[src/core/tbs_pkg.sv]
package tbs_pkg;

   // register byte offsets
   localparam logic [7:0] OFF_STATUS_WORD = 8'h00;   // bus_health_status_word, read only
   localparam logic [7:0] OFF_CONTROL     = 8'h04;   // control: bit0 reset request, bit1 startup capture
   localparam logic [7:0] OFF_IRQ_STATUS  = 8'h08;   // sticky events, write one to clear
   localparam logic [7:0] OFF_IRQ_MASK    = 8'h0c;   // interrupt enables
   localparam logic [7:0] OFF_CFG_IMAGE   = 8'h10;   // configured process image lengths
   localparam logic [7:0] OFF_CYCLE_TIME  = 8'h14;   // last bus cycle length in cycles

   // status word bit positions
   localparam int BIT_BUS_ERR     = 0;
   localparam int BIT_CFG_CHANGED = 1;
   localparam int BIT_LEN_MISMAT  = 2;
   localparam int BIT_NO_INPUTS   = 8;
   localparam int BIT_IN_BUSY     = 9;
   localparam int BIT_OUT_BUSY    = 10;
   localparam int BIT_WATCHDOG    = 11;
   localparam int BIT_ACYCLIC     = 15;

   // control bit positions
   localparam int CTL_RESET_REQ = 0;
   localparam int CTL_CAPTURE   = 1;

   // interrupt event bit positions
   localparam int EV_BUS_ERR   = 0;
   localparam int EV_CFG_CHG   = 1;
   localparam int EV_LEN_MIS   = 2;
   localparam int EV_WATCHDOG  = 3;
   localparam int EV_CYCLE_END = 4;
   localparam int EV_OVERRUN   = 5;
   localparam int EV_WIDTH     = 6;

   // reset values
   localparam logic [15:0] RST_STATUS   = 16'h0100;   // no valid inputs yet
   localparam logic [31:0] RST_CFG_IMG  = 32'h0000_0000;
   localparam logic [5:0]  RST_MASK     = 6'h00;

   // timing
   localparam int CLK_HZ           = 25_000_000;
   localparam int UPDATE_TYP_MS    = 5;                       // typical longest bus update
   localparam int UPDATE_TYP_CYC   = CLK_HZ / 1000 * UPDATE_TYP_MS;

   // terminal bus engine report
   typedef struct packed {
      logic        bus_error;      // pulse
      logic [15:0] cfg_signature;  // level, current terminal configuration
      logic [15:0] in_len;         // level, actual input image length
      logic [15:0] out_len;        // level, actual output image length
      logic        in_busy;        // level
      logic        out_busy;       // level
      logic        inputs_valid;   // pulse, valid input data obtained
      logic        watchdog_trip;  // pulse
      logic        acyclic_active; // level
   } tbs_bus_report_type;

   // task side
   typedef struct packed {
      logic task_tick;             // pulse at each controlling task start
   } tbs_task_type;

endpackage : tbs_pkg

[src/core/tbs_bus_sync.sv]
`timescale 1ns/10ps
// double flop synchroniser for asynchronous levels
module tbs_bus_sync #(
   parameter int WIDTH = 1
) (
   // clock and reset
   input  wire logic             hclk,
   input  wire logic             hresetn,
   // data
   input  wire logic [WIDTH-1:0] async_in,
   output logic      [WIDTH-1:0] sync_out
);

   logic [WIDTH-1:0] meta_reg;

   // first stage feeds only the second
   always_ff @(posedge hclk or negedge hresetn) begin
      if (!hresetn) begin
         meta_reg <= '0;
         sync_out <= '0;
      end else begin
         meta_reg <= async_in;
         sync_out <= meta_reg;
      end
   end

endmodule : tbs_bus_sync

[src/core/tbs_status_word.sv]
// The placing of the registers and the AHB-Lite register port are this design's own decisions.
`timescale 1ns/10ps
// Operation
// - bit 0 sets on bus error and holds until a reset request clears it
// - bit 1 sets when terminal configuration differs from the startup one
// - bit 2 sets when configured and actual image lengths differ
// - bit 8 set until valid input data has been obtained, also after startup
// - bit 9 set while input update runs, and held to the next task tick when an update was still running at the last one
// - bit 10 set while output update runs, cleared when done
// - bit 11 set when bus watchdog trips
// - bit 15 set while an acyclic bus function such as reset executes
// - word is zero only for error free, task synchronous operation
// - cycle longer than task period makes the word nonzero
// - bus update completes typically within one to five ms
module tbs_status_word #(
   parameter int UPDATE_LIMIT = tbs_pkg::UPDATE_TYP_CYC
) (
   // clock and reset
   input  wire logic                        hclk,
   input  wire logic                        hresetn,
   // ahb-lite slave
   input  wire logic                        hsel,
   input  wire logic [31:0]                 haddr,
   input  wire logic [1:0]                  htrans,
   input  wire logic                        hwrite,
   input  wire logic [2:0]                  hsize,
   input  wire logic [31:0]                 hwdata,
   input  wire logic                        hready,
   output logic      [31:0]                 hrdata,
   output logic                             hreadyout,
   output logic                             hresp,
   // terminal bus engine, asynchronous to hclk
   input  wire tbs_pkg::tbs_bus_report_type bus_report,
   // controlling task, same clock
   input  wire tbs_pkg::tbs_task_type       task_in,
   // status word to task software and interrupt
   output logic      [15:0]                 status_word,
   output logic                             bus_reset_req,
   output logic                             irq
);

   localparam int RPT_W = $bits(tbs_pkg::tbs_bus_report_type);

   tbs_pkg::tbs_bus_report_type rpt;
   logic [RPT_W-1:0]            rpt_bits;

   // bring engine report into hclk domain
   tbs_bus_sync #(
      .WIDTH    (RPT_W)
   ) u_sync (
      .hclk     (hclk),
      .hresetn  (hresetn),
      .async_in (bus_report),
      .sync_out (rpt_bits)
   );
   assign rpt = tbs_pkg::tbs_bus_report_type'(rpt_bits);

   // edge detect pulses after synchronisation
   logic err_d_reg, valid_d_reg, wd_d_reg;
   logic err_ev, valid_ev, wd_ev;
   always_ff @(posedge hclk or negedge hresetn) begin
      if (!hresetn) begin
         err_d_reg   <= 1'b0;
         valid_d_reg <= 1'b0;
         wd_d_reg    <= 1'b0;
      end else begin
         err_d_reg   <= rpt.bus_error;
         valid_d_reg <= rpt.inputs_valid;
         wd_d_reg    <= rpt.watchdog_trip;
      end
   end
   assign err_ev   = rpt.bus_error & ~err_d_reg;
   assign valid_ev = rpt.inputs_valid & ~valid_d_reg;
   assign wd_ev    = rpt.watchdog_trip & ~wd_d_reg;

   // ahb address phase capture
   logic        wr_pend_reg;
   logic        rd_pend_reg;
   logic [7:0]  addr_reg;
   logic        take;
   assign take = hsel & hready & htrans[1];
   always_ff @(posedge hclk or negedge hresetn) begin
      if (!hresetn) begin
         wr_pend_reg <= 1'b0;
         rd_pend_reg <= 1'b0;
         addr_reg    <= 8'h00;
      end else begin
         wr_pend_reg <= take & hwrite;
         rd_pend_reg <= take & ~hwrite;
         if (take) begin
            addr_reg <= haddr[7:0];
         end
      end
   end
   assign hreadyout = 1'b1;   // zero wait states
   assign hresp     = 1'b0;   // always okay

   function automatic logic wr_hit(input logic pend, input logic [7:0] a, input logic [7:0] off);
      wr_hit = pend && (a == off);
   endfunction : wr_hit

   logic wr_ctl, wr_irq_st, wr_mask, wr_cfg;
   assign wr_ctl    = wr_hit(wr_pend_reg, addr_reg, tbs_pkg::OFF_CONTROL);
   assign wr_irq_st = wr_hit(wr_pend_reg, addr_reg, tbs_pkg::OFF_IRQ_STATUS);
   assign wr_mask   = wr_hit(wr_pend_reg, addr_reg, tbs_pkg::OFF_IRQ_MASK);
   assign wr_cfg    = wr_hit(wr_pend_reg, addr_reg, tbs_pkg::OFF_CFG_IMAGE);

   // control writes: reset request pulse and startup capture pulse
   logic reset_req, capture_req;
   assign reset_req   = wr_ctl & hwdata[tbs_pkg::CTL_RESET_REQ];
   assign capture_req = wr_ctl & hwdata[tbs_pkg::CTL_CAPTURE];
   assign bus_reset_req = reset_req;

   // configured image lengths
   logic [31:0] cfg_image_reg;
   always_ff @(posedge hclk or negedge hresetn) begin
      if (!hresetn) begin
         cfg_image_reg <= tbs_pkg::RST_CFG_IMG;
      end else if (wr_cfg) begin
         cfg_image_reg <= hwdata;
      end
   end

   // startup configuration snapshot taken on first valid inputs pulse or capture
   logic [15:0] start_sig_reg;
   logic        start_valid_reg;
   always_ff @(posedge hclk or negedge hresetn) begin
      if (!hresetn) begin
         start_sig_reg   <= 16'h0000;
         start_valid_reg <= 1'b0;
      end else if (capture_req || (!start_valid_reg && valid_ev)) begin
         start_sig_reg   <= rpt.cfg_signature;
         start_valid_reg <= 1'b1;
      end
   end

   // bus error sticky until reset request, set wins
   logic bus_err_reg;
   always_ff @(posedge hclk or negedge hresetn) begin
      if (!hresetn) begin
         bus_err_reg <= 1'b0;
      end else if (err_ev) begin
         bus_err_reg <= 1'b1;
      end else if (reset_req) begin
         bus_err_reg <= 1'b0;
      end
   end

   // watchdog flag, held until reset request
   logic wd_reg;
   always_ff @(posedge hclk or negedge hresetn) begin
      if (!hresetn) begin
         wd_reg <= 1'b0;
      end else if (wd_ev) begin
         wd_reg <= 1'b1;
      end else if (reset_req) begin
         wd_reg <= 1'b0;
      end
   end

   // valid inputs seen; lost on reset request
   logic valid_seen_reg;
   always_ff @(posedge hclk or negedge hresetn) begin
      if (!hresetn) begin
         valid_seen_reg <= 1'b0;
      end else if (valid_ev) begin
         valid_seen_reg <= 1'b1;
      end else if (reset_req) begin
         valid_seen_reg <= 1'b0;
      end
   end

   // task synchronism: a busy update still running at the next task tick
   logic busy_any;
   logic overrun_reg;
   logic [31:0] cyc_cnt_reg;
   logic [31:0] cyc_last_reg;
   logic        busy_d_reg;
   logic        slow_ev;
   assign busy_any = rpt.in_busy | rpt.out_busy;
   assign slow_ev  = busy_any && (cyc_cnt_reg == 32'(UPDATE_LIMIT));
   always_ff @(posedge hclk or negedge hresetn) begin
      if (!hresetn) begin
         overrun_reg <= 1'b0;
      end else if (task_in.task_tick) begin
         overrun_reg <= busy_any;
      end
   end

   // cycle length measure, also flags updates beyond typical time
   always_ff @(posedge hclk or negedge hresetn) begin
      if (!hresetn) begin
         cyc_cnt_reg  <= 32'h0000_0000;
         cyc_last_reg <= 32'h0000_0000;
         busy_d_reg   <= 1'b0;
      end else begin
         busy_d_reg <= busy_any;
         if (busy_any && !busy_d_reg) begin
            cyc_cnt_reg <= 32'h0000_0001;
         end else if (busy_any && cyc_cnt_reg != 32'hffff_ffff) begin
            cyc_cnt_reg <= cyc_cnt_reg + 32'h0000_0001;
         end
         if (!busy_any && busy_d_reg) begin
            cyc_last_reg <= cyc_cnt_reg;
         end
      end
   end

   // assemble status word; bit 10 follows the engine level, bit 9 also holds the overrun flag
   logic [15:0] word;
   logic        cfg_chg, len_mis;
   always_comb begin
      cfg_chg = start_valid_reg && (rpt.cfg_signature != start_sig_reg);
      len_mis = ({rpt.out_len, rpt.in_len} != cfg_image_reg);
      word    = 16'h0000;
      word[tbs_pkg::BIT_BUS_ERR]     = bus_err_reg;
      word[tbs_pkg::BIT_CFG_CHANGED] = cfg_chg;
      word[tbs_pkg::BIT_LEN_MISMAT]  = len_mis;
      word[tbs_pkg::BIT_NO_INPUTS]   = ~valid_seen_reg;
      word[tbs_pkg::BIT_IN_BUSY]     = rpt.in_busy | overrun_reg;
      word[tbs_pkg::BIT_OUT_BUSY]    = rpt.out_busy;
      word[tbs_pkg::BIT_WATCHDOG]    = wd_reg;
      word[tbs_pkg::BIT_ACYCLIC]     = rpt.acyclic_active;
   end

   // registered status word; zero only if all conditions clear
   always_ff @(posedge hclk or negedge hresetn) begin
      if (!hresetn) begin
         status_word <= tbs_pkg::RST_STATUS;
      end else begin
         status_word <= word;
      end
   end

   // interrupt events
   logic [tbs_pkg::EV_WIDTH-1:0] ev;
   logic [tbs_pkg::EV_WIDTH-1:0] irq_st_reg;
   logic [tbs_pkg::EV_WIDTH-1:0] irq_mask_reg;
   logic                         cfg_chg_d_reg, len_mis_d_reg, overrun_d_reg;
   always_ff @(posedge hclk or negedge hresetn) begin
      if (!hresetn) begin
         cfg_chg_d_reg <= 1'b0;
         len_mis_d_reg <= 1'b0;
         overrun_d_reg <= 1'b0;
      end else begin
         cfg_chg_d_reg <= cfg_chg;
         len_mis_d_reg <= len_mis;
         overrun_d_reg <= overrun_reg;
      end
   end
   always_comb begin
      ev = '0;
      ev[tbs_pkg::EV_BUS_ERR]   = err_ev;
      ev[tbs_pkg::EV_CFG_CHG]   = cfg_chg & ~cfg_chg_d_reg;
      ev[tbs_pkg::EV_LEN_MIS]   = len_mis & ~len_mis_d_reg;
      ev[tbs_pkg::EV_WATCHDOG]  = wd_ev;
      ev[tbs_pkg::EV_CYCLE_END] = ~busy_any & busy_d_reg;
      ev[tbs_pkg::EV_OVERRUN]   = (overrun_reg & ~overrun_d_reg) | slow_ev;
   end

   // sticky status, write one clears, set wins
   always_ff @(posedge hclk or negedge hresetn) begin
      if (!hresetn) begin
         irq_st_reg <= '0;
      end else begin
         irq_st_reg <= (irq_st_reg & ~(wr_irq_st ? hwdata[tbs_pkg::EV_WIDTH-1:0] : '0)) | ev;
      end
   end

   // interrupt mask
   always_ff @(posedge hclk or negedge hresetn) begin
      if (!hresetn) begin
         irq_mask_reg <= tbs_pkg::RST_MASK;
      end else if (wr_mask) begin
         irq_mask_reg <= hwdata[tbs_pkg::EV_WIDTH-1:0];
      end
   end
   assign irq = |(irq_st_reg & irq_mask_reg);

   // read data, unmapped reads zero
   always_ff @(posedge hclk or negedge hresetn) begin
      if (!hresetn) begin
         hrdata <= 32'h0000_0000;
      end else if (take && !hwrite) begin
         case (haddr[7:0])
            tbs_pkg::OFF_STATUS_WORD: hrdata <= {16'h0000, word};
            tbs_pkg::OFF_CONTROL:     hrdata <= 32'h0000_0000;
            tbs_pkg::OFF_IRQ_STATUS:  hrdata <= {26'h0, irq_st_reg};
            tbs_pkg::OFF_IRQ_MASK:    hrdata <= {26'h0, irq_mask_reg};
            tbs_pkg::OFF_CFG_IMAGE:   hrdata <= cfg_image_reg;
            tbs_pkg::OFF_CYCLE_TIME:  hrdata <= cyc_last_reg;
            default:                  hrdata <= 32'h0000_0000;
         endcase
      end
   end

endmodule : tbs_status_word

[config.mk]
export PLATFORM = sky130hd
export DESIGN_NAME = tbs_status_word
export DESIGN_NICKNAME = d
export VERILOG_FILES = /design/src/core/tbs_pkg.sv /design/src/core/tbs_bus_sync.sv /design/src/core/tbs_status_word.sv
export SDC_FILE = /design/constraint.sdc
export NUM_CORES = 1
export LEC_CHECK = 0
export ABC_AREA = 1
export BUFFER_PORTS_ARGS = -buffer_cell sky130_fd_sc_hd__buf_2
export CAP_MARGIN = 10
export CORE_MARGIN = 2
export CORE_UTILIZATION = 47
export DETAILED_ROUTE_END_ITERATION = 16
export PLACE_DENSITY = 0.71
export SETUP_SLACK_MARGIN = 0.15
export SLEW_MARGIN = 30
export SYNTH_ARGS = -nofsm -noshare
export SYNTH_HDL_FRONTEND = slang
export SYNTH_SLANG_ARGS = --single-unit
[constraint.sdc]
create_clock -name hclk -period 1.8 [get_ports hclk]
set_input_delay 0.27 -clock hclk [delete_from_list [all_inputs] [get_ports hclk]]
set_output_delay 0.27 -clock hclk [all_outputs]
set_load 0.01 [all_outputs]
### Word level (Yosys, flattened, before mapping)

Cells that the tools add are included.

* word-level logic and storage cells: 94
* input port bits: 129
* output and inout bits: 52
* bits in registers: 293

* bitwise operators: 27
* reduce and logical (&&, ||, !) cells: 22
* mux-type cells: 8
* eq/ne operators: 12
* add/sub/neg operators: 1

Operator list (number)
* $pmux W32 S5: 1
* $mux W32: 2
* $add A32 B1 Y32 const B: 1
* $eq A32 B17 Y1 const B: 1
* $eq A8 B4 Y1 const B: 4
* $ne A32 B32 Y1: 1
* $ne A32 B32 Y1 const B: 1
* $eq A8 B5 Y1 const B: 3
* $ne A16 B16 Y1: 1
* $and A1 B1 Y1: 12
* $and A6 B6 Y6: 2
* $logic_and A1 B1 Y1: 11
* $eq A8 B3 Y1 const B: 1
* $logic_not A8 Y1: 1
* $not A1 Y1: 8
* $reduce_bool A2 Y1: 4
* $mux W6: 1
* $not A6 Y6: 1
* $or A6 B6 Y6: 1
* $reduce_or A6 Y1: 1
* $logic_not A1 Y1: 4
* $mux W1: 4
* $or A1 B1 Y1: 3
* $logic_or A1 B1 Y1: 1

### Depth between registers and ports, before layout

* depth after elaboration: 6
* mapped depth: 12
* gate-level depth less buffers: 12

### By module

Synthesis repeated with hierarchy kept, for this count alone.

* cells, all modules: 1276
* area total of the unflattened synthesis: 11895.2 µm²

Modules (own cells, without submodules)
* tbs_status_word: instances 1, cells each 1168, area each 9192.6 µm²
* tbs_bus_sync: instances 1, cells each 108, area each 2702.6 µm²

### Worst setup path after synthesis

OpenSTA, ideal clock, no wires.

* path type: flip-flop to flip-flop
* start: reg cyc_cnt_reg[0]
* end: reg cyc_cnt_reg[12]
* arrival time: 1.637 ns
* library setup time: 0.122 ns
* stages on the path, launching flop included: 13
* setup slack: 0.041 ns
* cells stage by stage: dfrtp_1 -> ha_1 -> nand3_1 -> inv_2 -> nand2_2 -> nor2_4 -> nand3b_4 -> nand2_4 -> nand2_4 -> buf_6 -> buf_8 -> nand2_2 -> o21ai_1

* word-level cells in the longest chain between the ends: 3
* elaborated cells on any way between the ends: 6
* classes of those cells: add/sub (1); eq/ne (1); mux (2); reduce/logical (2)

RTL lines
* start, declared: RTL line tbs_status_word.sv:176 `logic [31:0] cyc_cnt_reg;`
* start signal, assigned: RTL line tbs_status_word.sv:201 `cyc_cnt_reg <= cyc_cnt_reg + 32'h0000_0001;`
* $add A32 B1 Y32 or $ne A32 B32 Y1 (tied branches): RTL line tbs_status_word.sv:201, tbs_status_word.sv:200
* $mux W32 or $logic_and A1 B1 Y1 (tied branches): RTL line tbs_status_word.sv:200 `end else if (busy_any && cyc_cnt_reg != 32'hffff_ffff) begin`
* $mux W32 or $reduce_bool A2 Y1 (tied branches)

Parallel ways exist; a longest one is shown, timed or not. The select of a mux whose other input is x is not followed.
A chain may end at the register's enable or synchronous reset.

### Final worst setup path

* start: reg irq_st_reg[2] (netlist bit)
* end: out irq

* word-level cells in the longest chain between the ends: 2

RTL lines
* start, declared: RTL line tbs_status_word.sv:237 `logic [tbs_pkg::EV_WIDTH-1:0] irq_st_reg;`
* start signal, assigned: RTL line tbs_status_word.sv:266 `irq_st_reg <= (irq_st_reg & ~(wr_irq_st ? hwdata[tbs_pkg::EV_WIDTH-1:0] : '0)) | ev;`
* $and A6 B6 Y6: RTL line tbs_status_word.sv:278 `assign irq = |(irq_st_reg & irq_mask_reg);`
* $reduce_or A6 Y1: RTL line tbs_status_word.sv:278
* end, declared: RTL line tbs_status_word.sv:39 `output logic irq`

No other way between the ends.

==> reports/results.tsv <==
stage	metric	value	unit
clocking	clock buffers created by TritonCTS	30	
die	Initial Util	0.475	
setup_path	Worst Reg2Reg Path Length in Cells	9	
sta	final hold slack	0.0167	ns
logic_synthesis	most frequent cells after synthesis	sky130_fd_sc_hd__nand2_1, sky130_fd_sc_hd__dfrtp_1, sky130_fd_sc_hd__inv_1	
setup_path	CP Data Arrival Time	1.69	ns
setup_path	flop-to-flop setup slack	-0.04	ns
cells_and_area	Total Nets Final	1720	
setup_path	delay-heaviest family, CP	compound AO/OA/AOI/OAI gates	
die	vertical die dimension	163	µm
power_and_ir_drop	leakage power total	7.94	nW
logic_synthesis	fraction of registers with async set/reset	1.00	
die	Cell Rows	58	
flow_run	maxcap violations	0	
die	die span in x	163	µm
setup_path	cells traversed along the worst timing path	nand2_1 > o21ai_2 > a221oi_2 > o221ai_1 > buf_2	
setup_path	Crit-path slowest cell	sky130_fd_sc_hd__dfrtp_1	
clocking	Bufs on Longest Clock Path	3	
logic_synthesis	Distinct cells, synth	38	
drt	post-route DRC violation count	0	
global_route	number of antenna violations at the first check in global routing	0	
setup_path	CP peak stage delay	0.41	ns
status	violations in the final reports	setup timing	
sta	unrepaired setup endpoints after global routing	true	
sta	final number of max-transition violations	0	
logic_synthesis	Post-Synthesis Cell Area	11900	µm²
clocking	clock latency of the later-clocked register in the worst-skew pair	0.54	ns
sta	final critical-path required period	1.96	ns
logic_synthesis	warning count from the yosys run	0	
drt	number of antenna-violating nets in the routed design	0	
setup_path	endpoint class of the critical path	primary output	
setup_path	highest net fanout along the worst path	3	
drt	ratio of routed vias to standard cells	5.02	
cells_and_area	antenna fix cells	0	
clocking	clock tree from TritonCTS	built	
sta	Max Clk Rate	511	MHz
logic_synthesis	post-synthesis sequential element count	291	
global_route	total global-route track usage	0.234	
cells_and_area	Layout area overhead	33.5	%
sta	count of final hold-check violations	0	
worst_hold_path	path class of the lowest-slack min-delay path	input port to register	
global_route	vias in the first global route	9506	
clocking	clock-pin slew on the worst setup and hold paths	0.06	ns
logic_synthesis	number of flops mapped to enable cells by yosys	0	
drt	total detailed-routing wirelength	31800	µm
cells_and_area	fraction of final layout cells sized beyond drive strength 1	0.247	
placed_design	placer congestion estimate	0.891	
logic_synthesis	leading area contributor after synthesis	sky130_fd_sc_hd__dfrtp_1	
power_and_ir_drop	Power Density	943	nW/µm²
clocking	number of sinks driven by the clock tree	291	
sta	count of endpoints failing setup in the final report	10	
placed_design	cell area reported after detailed placement	13400	µm²
logic_synthesis	Gate Count Post-Synth	1293	
power_and_ir_drop	IR drop worst, VDD	0.000839	V
drt	Pre-Repair DR Iteration Count	5	
drt	DRC marker count from the first detailed-route iteration	847	
placed_design	IO buf count	142	
clocking	H-tree Lvls	1	
global_route	global-route wire length before repair	49200	µm
logic_synthesis	Most used DFF post-synth	sky130_fd_sc_hd__dfrtp_1	
clocking	root buffer cell	sky130_fd_sc_hd__clkbuf_16	
placed_design	Post-DP HPWL	20600	µm
worst_hold_path	number of instances on the worst hold path	3	
logic_synthesis	sequential fraction of the synthesis area	0.612	
logic_synthesis	Mean Syn Cell Area	9.20	µm²
sta	part of the cycle the worst path needs	1.09	
drt	routed length per placed instance	16.4	µm
logic_synthesis	proportion of netlist area held by the largest area contributor	0.610	
setup_path	data required time at the worst endpoint	1.53	ns
logic_synthesis	most repeated cell in the gate-level netlist after synthesis	sky130_fd_sc_hd__nand2_1	
sta	Max-Slew Margin vs Limit	0.648	
setup_path	Startpoint Class	register	
setup_path	worst path bufs/invs	1	
sta	pin slew with the least headroom to its limit	0.523	ns
sta	Final WS setup	-0.155	ns
sta	setup clock skew after layout	0.00874	ns
global_route	pin count of the biggest net entering global routing	66	
die	full die area	26600	µm²
setup_path	Crit path depth	5	
logic_synthesis	cell types occupying the most area after synthesis	sky130_fd_sc_hd__dfrtp_1, sky130_fd_sc_hd__nand2_1, sky130_fd_sc_hd__o21ai_0, sky130_fd_sc_hd__inv_1, sky130_fd_sc_hd__nor2_1	
cells_and_area	post-route design area	15900	µm²
drt	via count	9748	
global_route	total congestion overflow	0	
setup_path	WS Path Type	register to primary output	
die	Ports	181	
status	outcome	finished with violations	
die	placeable core region	25000	µm²
-- routing by layer --
metal	GRT usage	part of all wire
met5	0	0
met4	0.0555	0.018
met2	0.378	0.47
met1	0.334	0.44
met3	0.0378	0.068
-- layout by cell type, fill, tap and decap left out, drive strengths merged, types with 2 or more instances in the layout --
cell	n
nor4	6
inv	123
buf	223
nand3	50
dlygate4sd3	78
xnor2	23
bufinv	3
o21ai	128
clkbuf	48
nand2	396
o22ai	3
nand4	14
xor2	28
clkinv	7
nor2	114
nor3	20
clkinvlp	4
conb	10
ha	2
a21oi	34
dfrtp	290
-- worst reg2reg max path, cell delays in order, from the launching register on --
cell and delay [ns]:
sky130_fd_sc_hd__dfrtp_1 0.39, sky130_fd_sc_hd__nand2_2 0.10, sky130_fd_sc_hd__nor3_2 0.20, sky130_fd_sc_hd__nand2_1 0.13, sky130_fd_sc_hd__nor2_4 0.16, sky130_fd_sc_hd__nand3b_4 0.10, sky130_fd_sc_hd__nand2_4 0.13, sky130_fd_sc_hd__clkinvlp_4 0.28
sky130_fd_sc_hd__nand3_2 0.17, sky130_fd_sc_hd__o21ai_1 0.07
-- what timing repair did --
action,4_1_cts,5_1_grt
gates resized for setup,14,117
buffers inserted,11,13
cloned,0,6
endpoints found under the hold margin,213,0
setup endpoints to repair,33,65
hold buffers,78,0
pin swaps,6,27
-- cell families (layout without fill, tap and decap cells) --
group                    Yosys count  in the layout  synth area share
AND/OR/NAND/NOR                  603            603             0.210
flip-flops                       291            291             0.612
buffers and inverters            175            486            0.0618
AO/OA/AOI/OAI                    168            168            0.0743
XOR/XNOR                          51             51            0.0376
adder cells (fa/ha/maj)            2              2           0.00210
other                              2             10          0.000631
multiplexers                       1              1          0.000947
-- power breakdown --
part           switching (mW)  leakage [nW]  total (mW)  internal (mW)
logic                   0.840          3.90        1.52          0.675
registers               0.273          3.55        7.20           6.93
clock network            2.47         0.490        6.26           3.78
total                    3.59          7.94        15.0           11.4
-- cell type report --
type | count | area (µm²)
Clock buffer | 44 | 875
Fill cell | 1928 | 9160
Sequential cell | 291 | 7290
Inverter | 126 | 492
Timing Repair Buffer | 305 | 2360
Multi-Input combinational cell | 835 | 4310
Tap cell | 330 | 413
Clock inverter | 11 | 138
-- metrics by stage --
stage | setup slack [ns] | cells | util | setup TNS (ns) | power [mW]
after global routing | -0.238 | 1942 | 0.634 | -0.744 | 15.6
final | -0.155 | 1942 | 0.634 | -0.459 | 15.0
after global placement | 0.0604 | 1779 | 0.533 | 0 | 8.42
after CTS | -0.149 | 1923 | 0.610 | -0.296 | 14.9
after floorplan | 0.150 | 1301 | - | 0 | 7.91
after detailed placement | 0.0183 | 1779 | 0.533 | 0 | 8.47
-- final timing paths --
kind | startpoint | end
max | irq_st_reg[2]$_DFF_PN0_ | irq
min | hwdata[21] | cfg_image_reg[21]$_DFFE_PN0P_
max reg2reg | cyc_cnt_reg[14]$_DFFE_PN0P_ | cyc_cnt_reg[16]$_DFFE_PN0P_
min reg2reg | u_sync.meta_reg[17]$_DFF_PN0_ | u_sync.sync_out[17]$_DFF_PN0_
max in group asynchronous | hresetn | u_sync.sync_out[8]$_DFF_PN0_
min in group asynchronous | hresetn | u_sync.meta_reg[46]$_DFF_PN0_
Power figures use the tool's default switching activity.
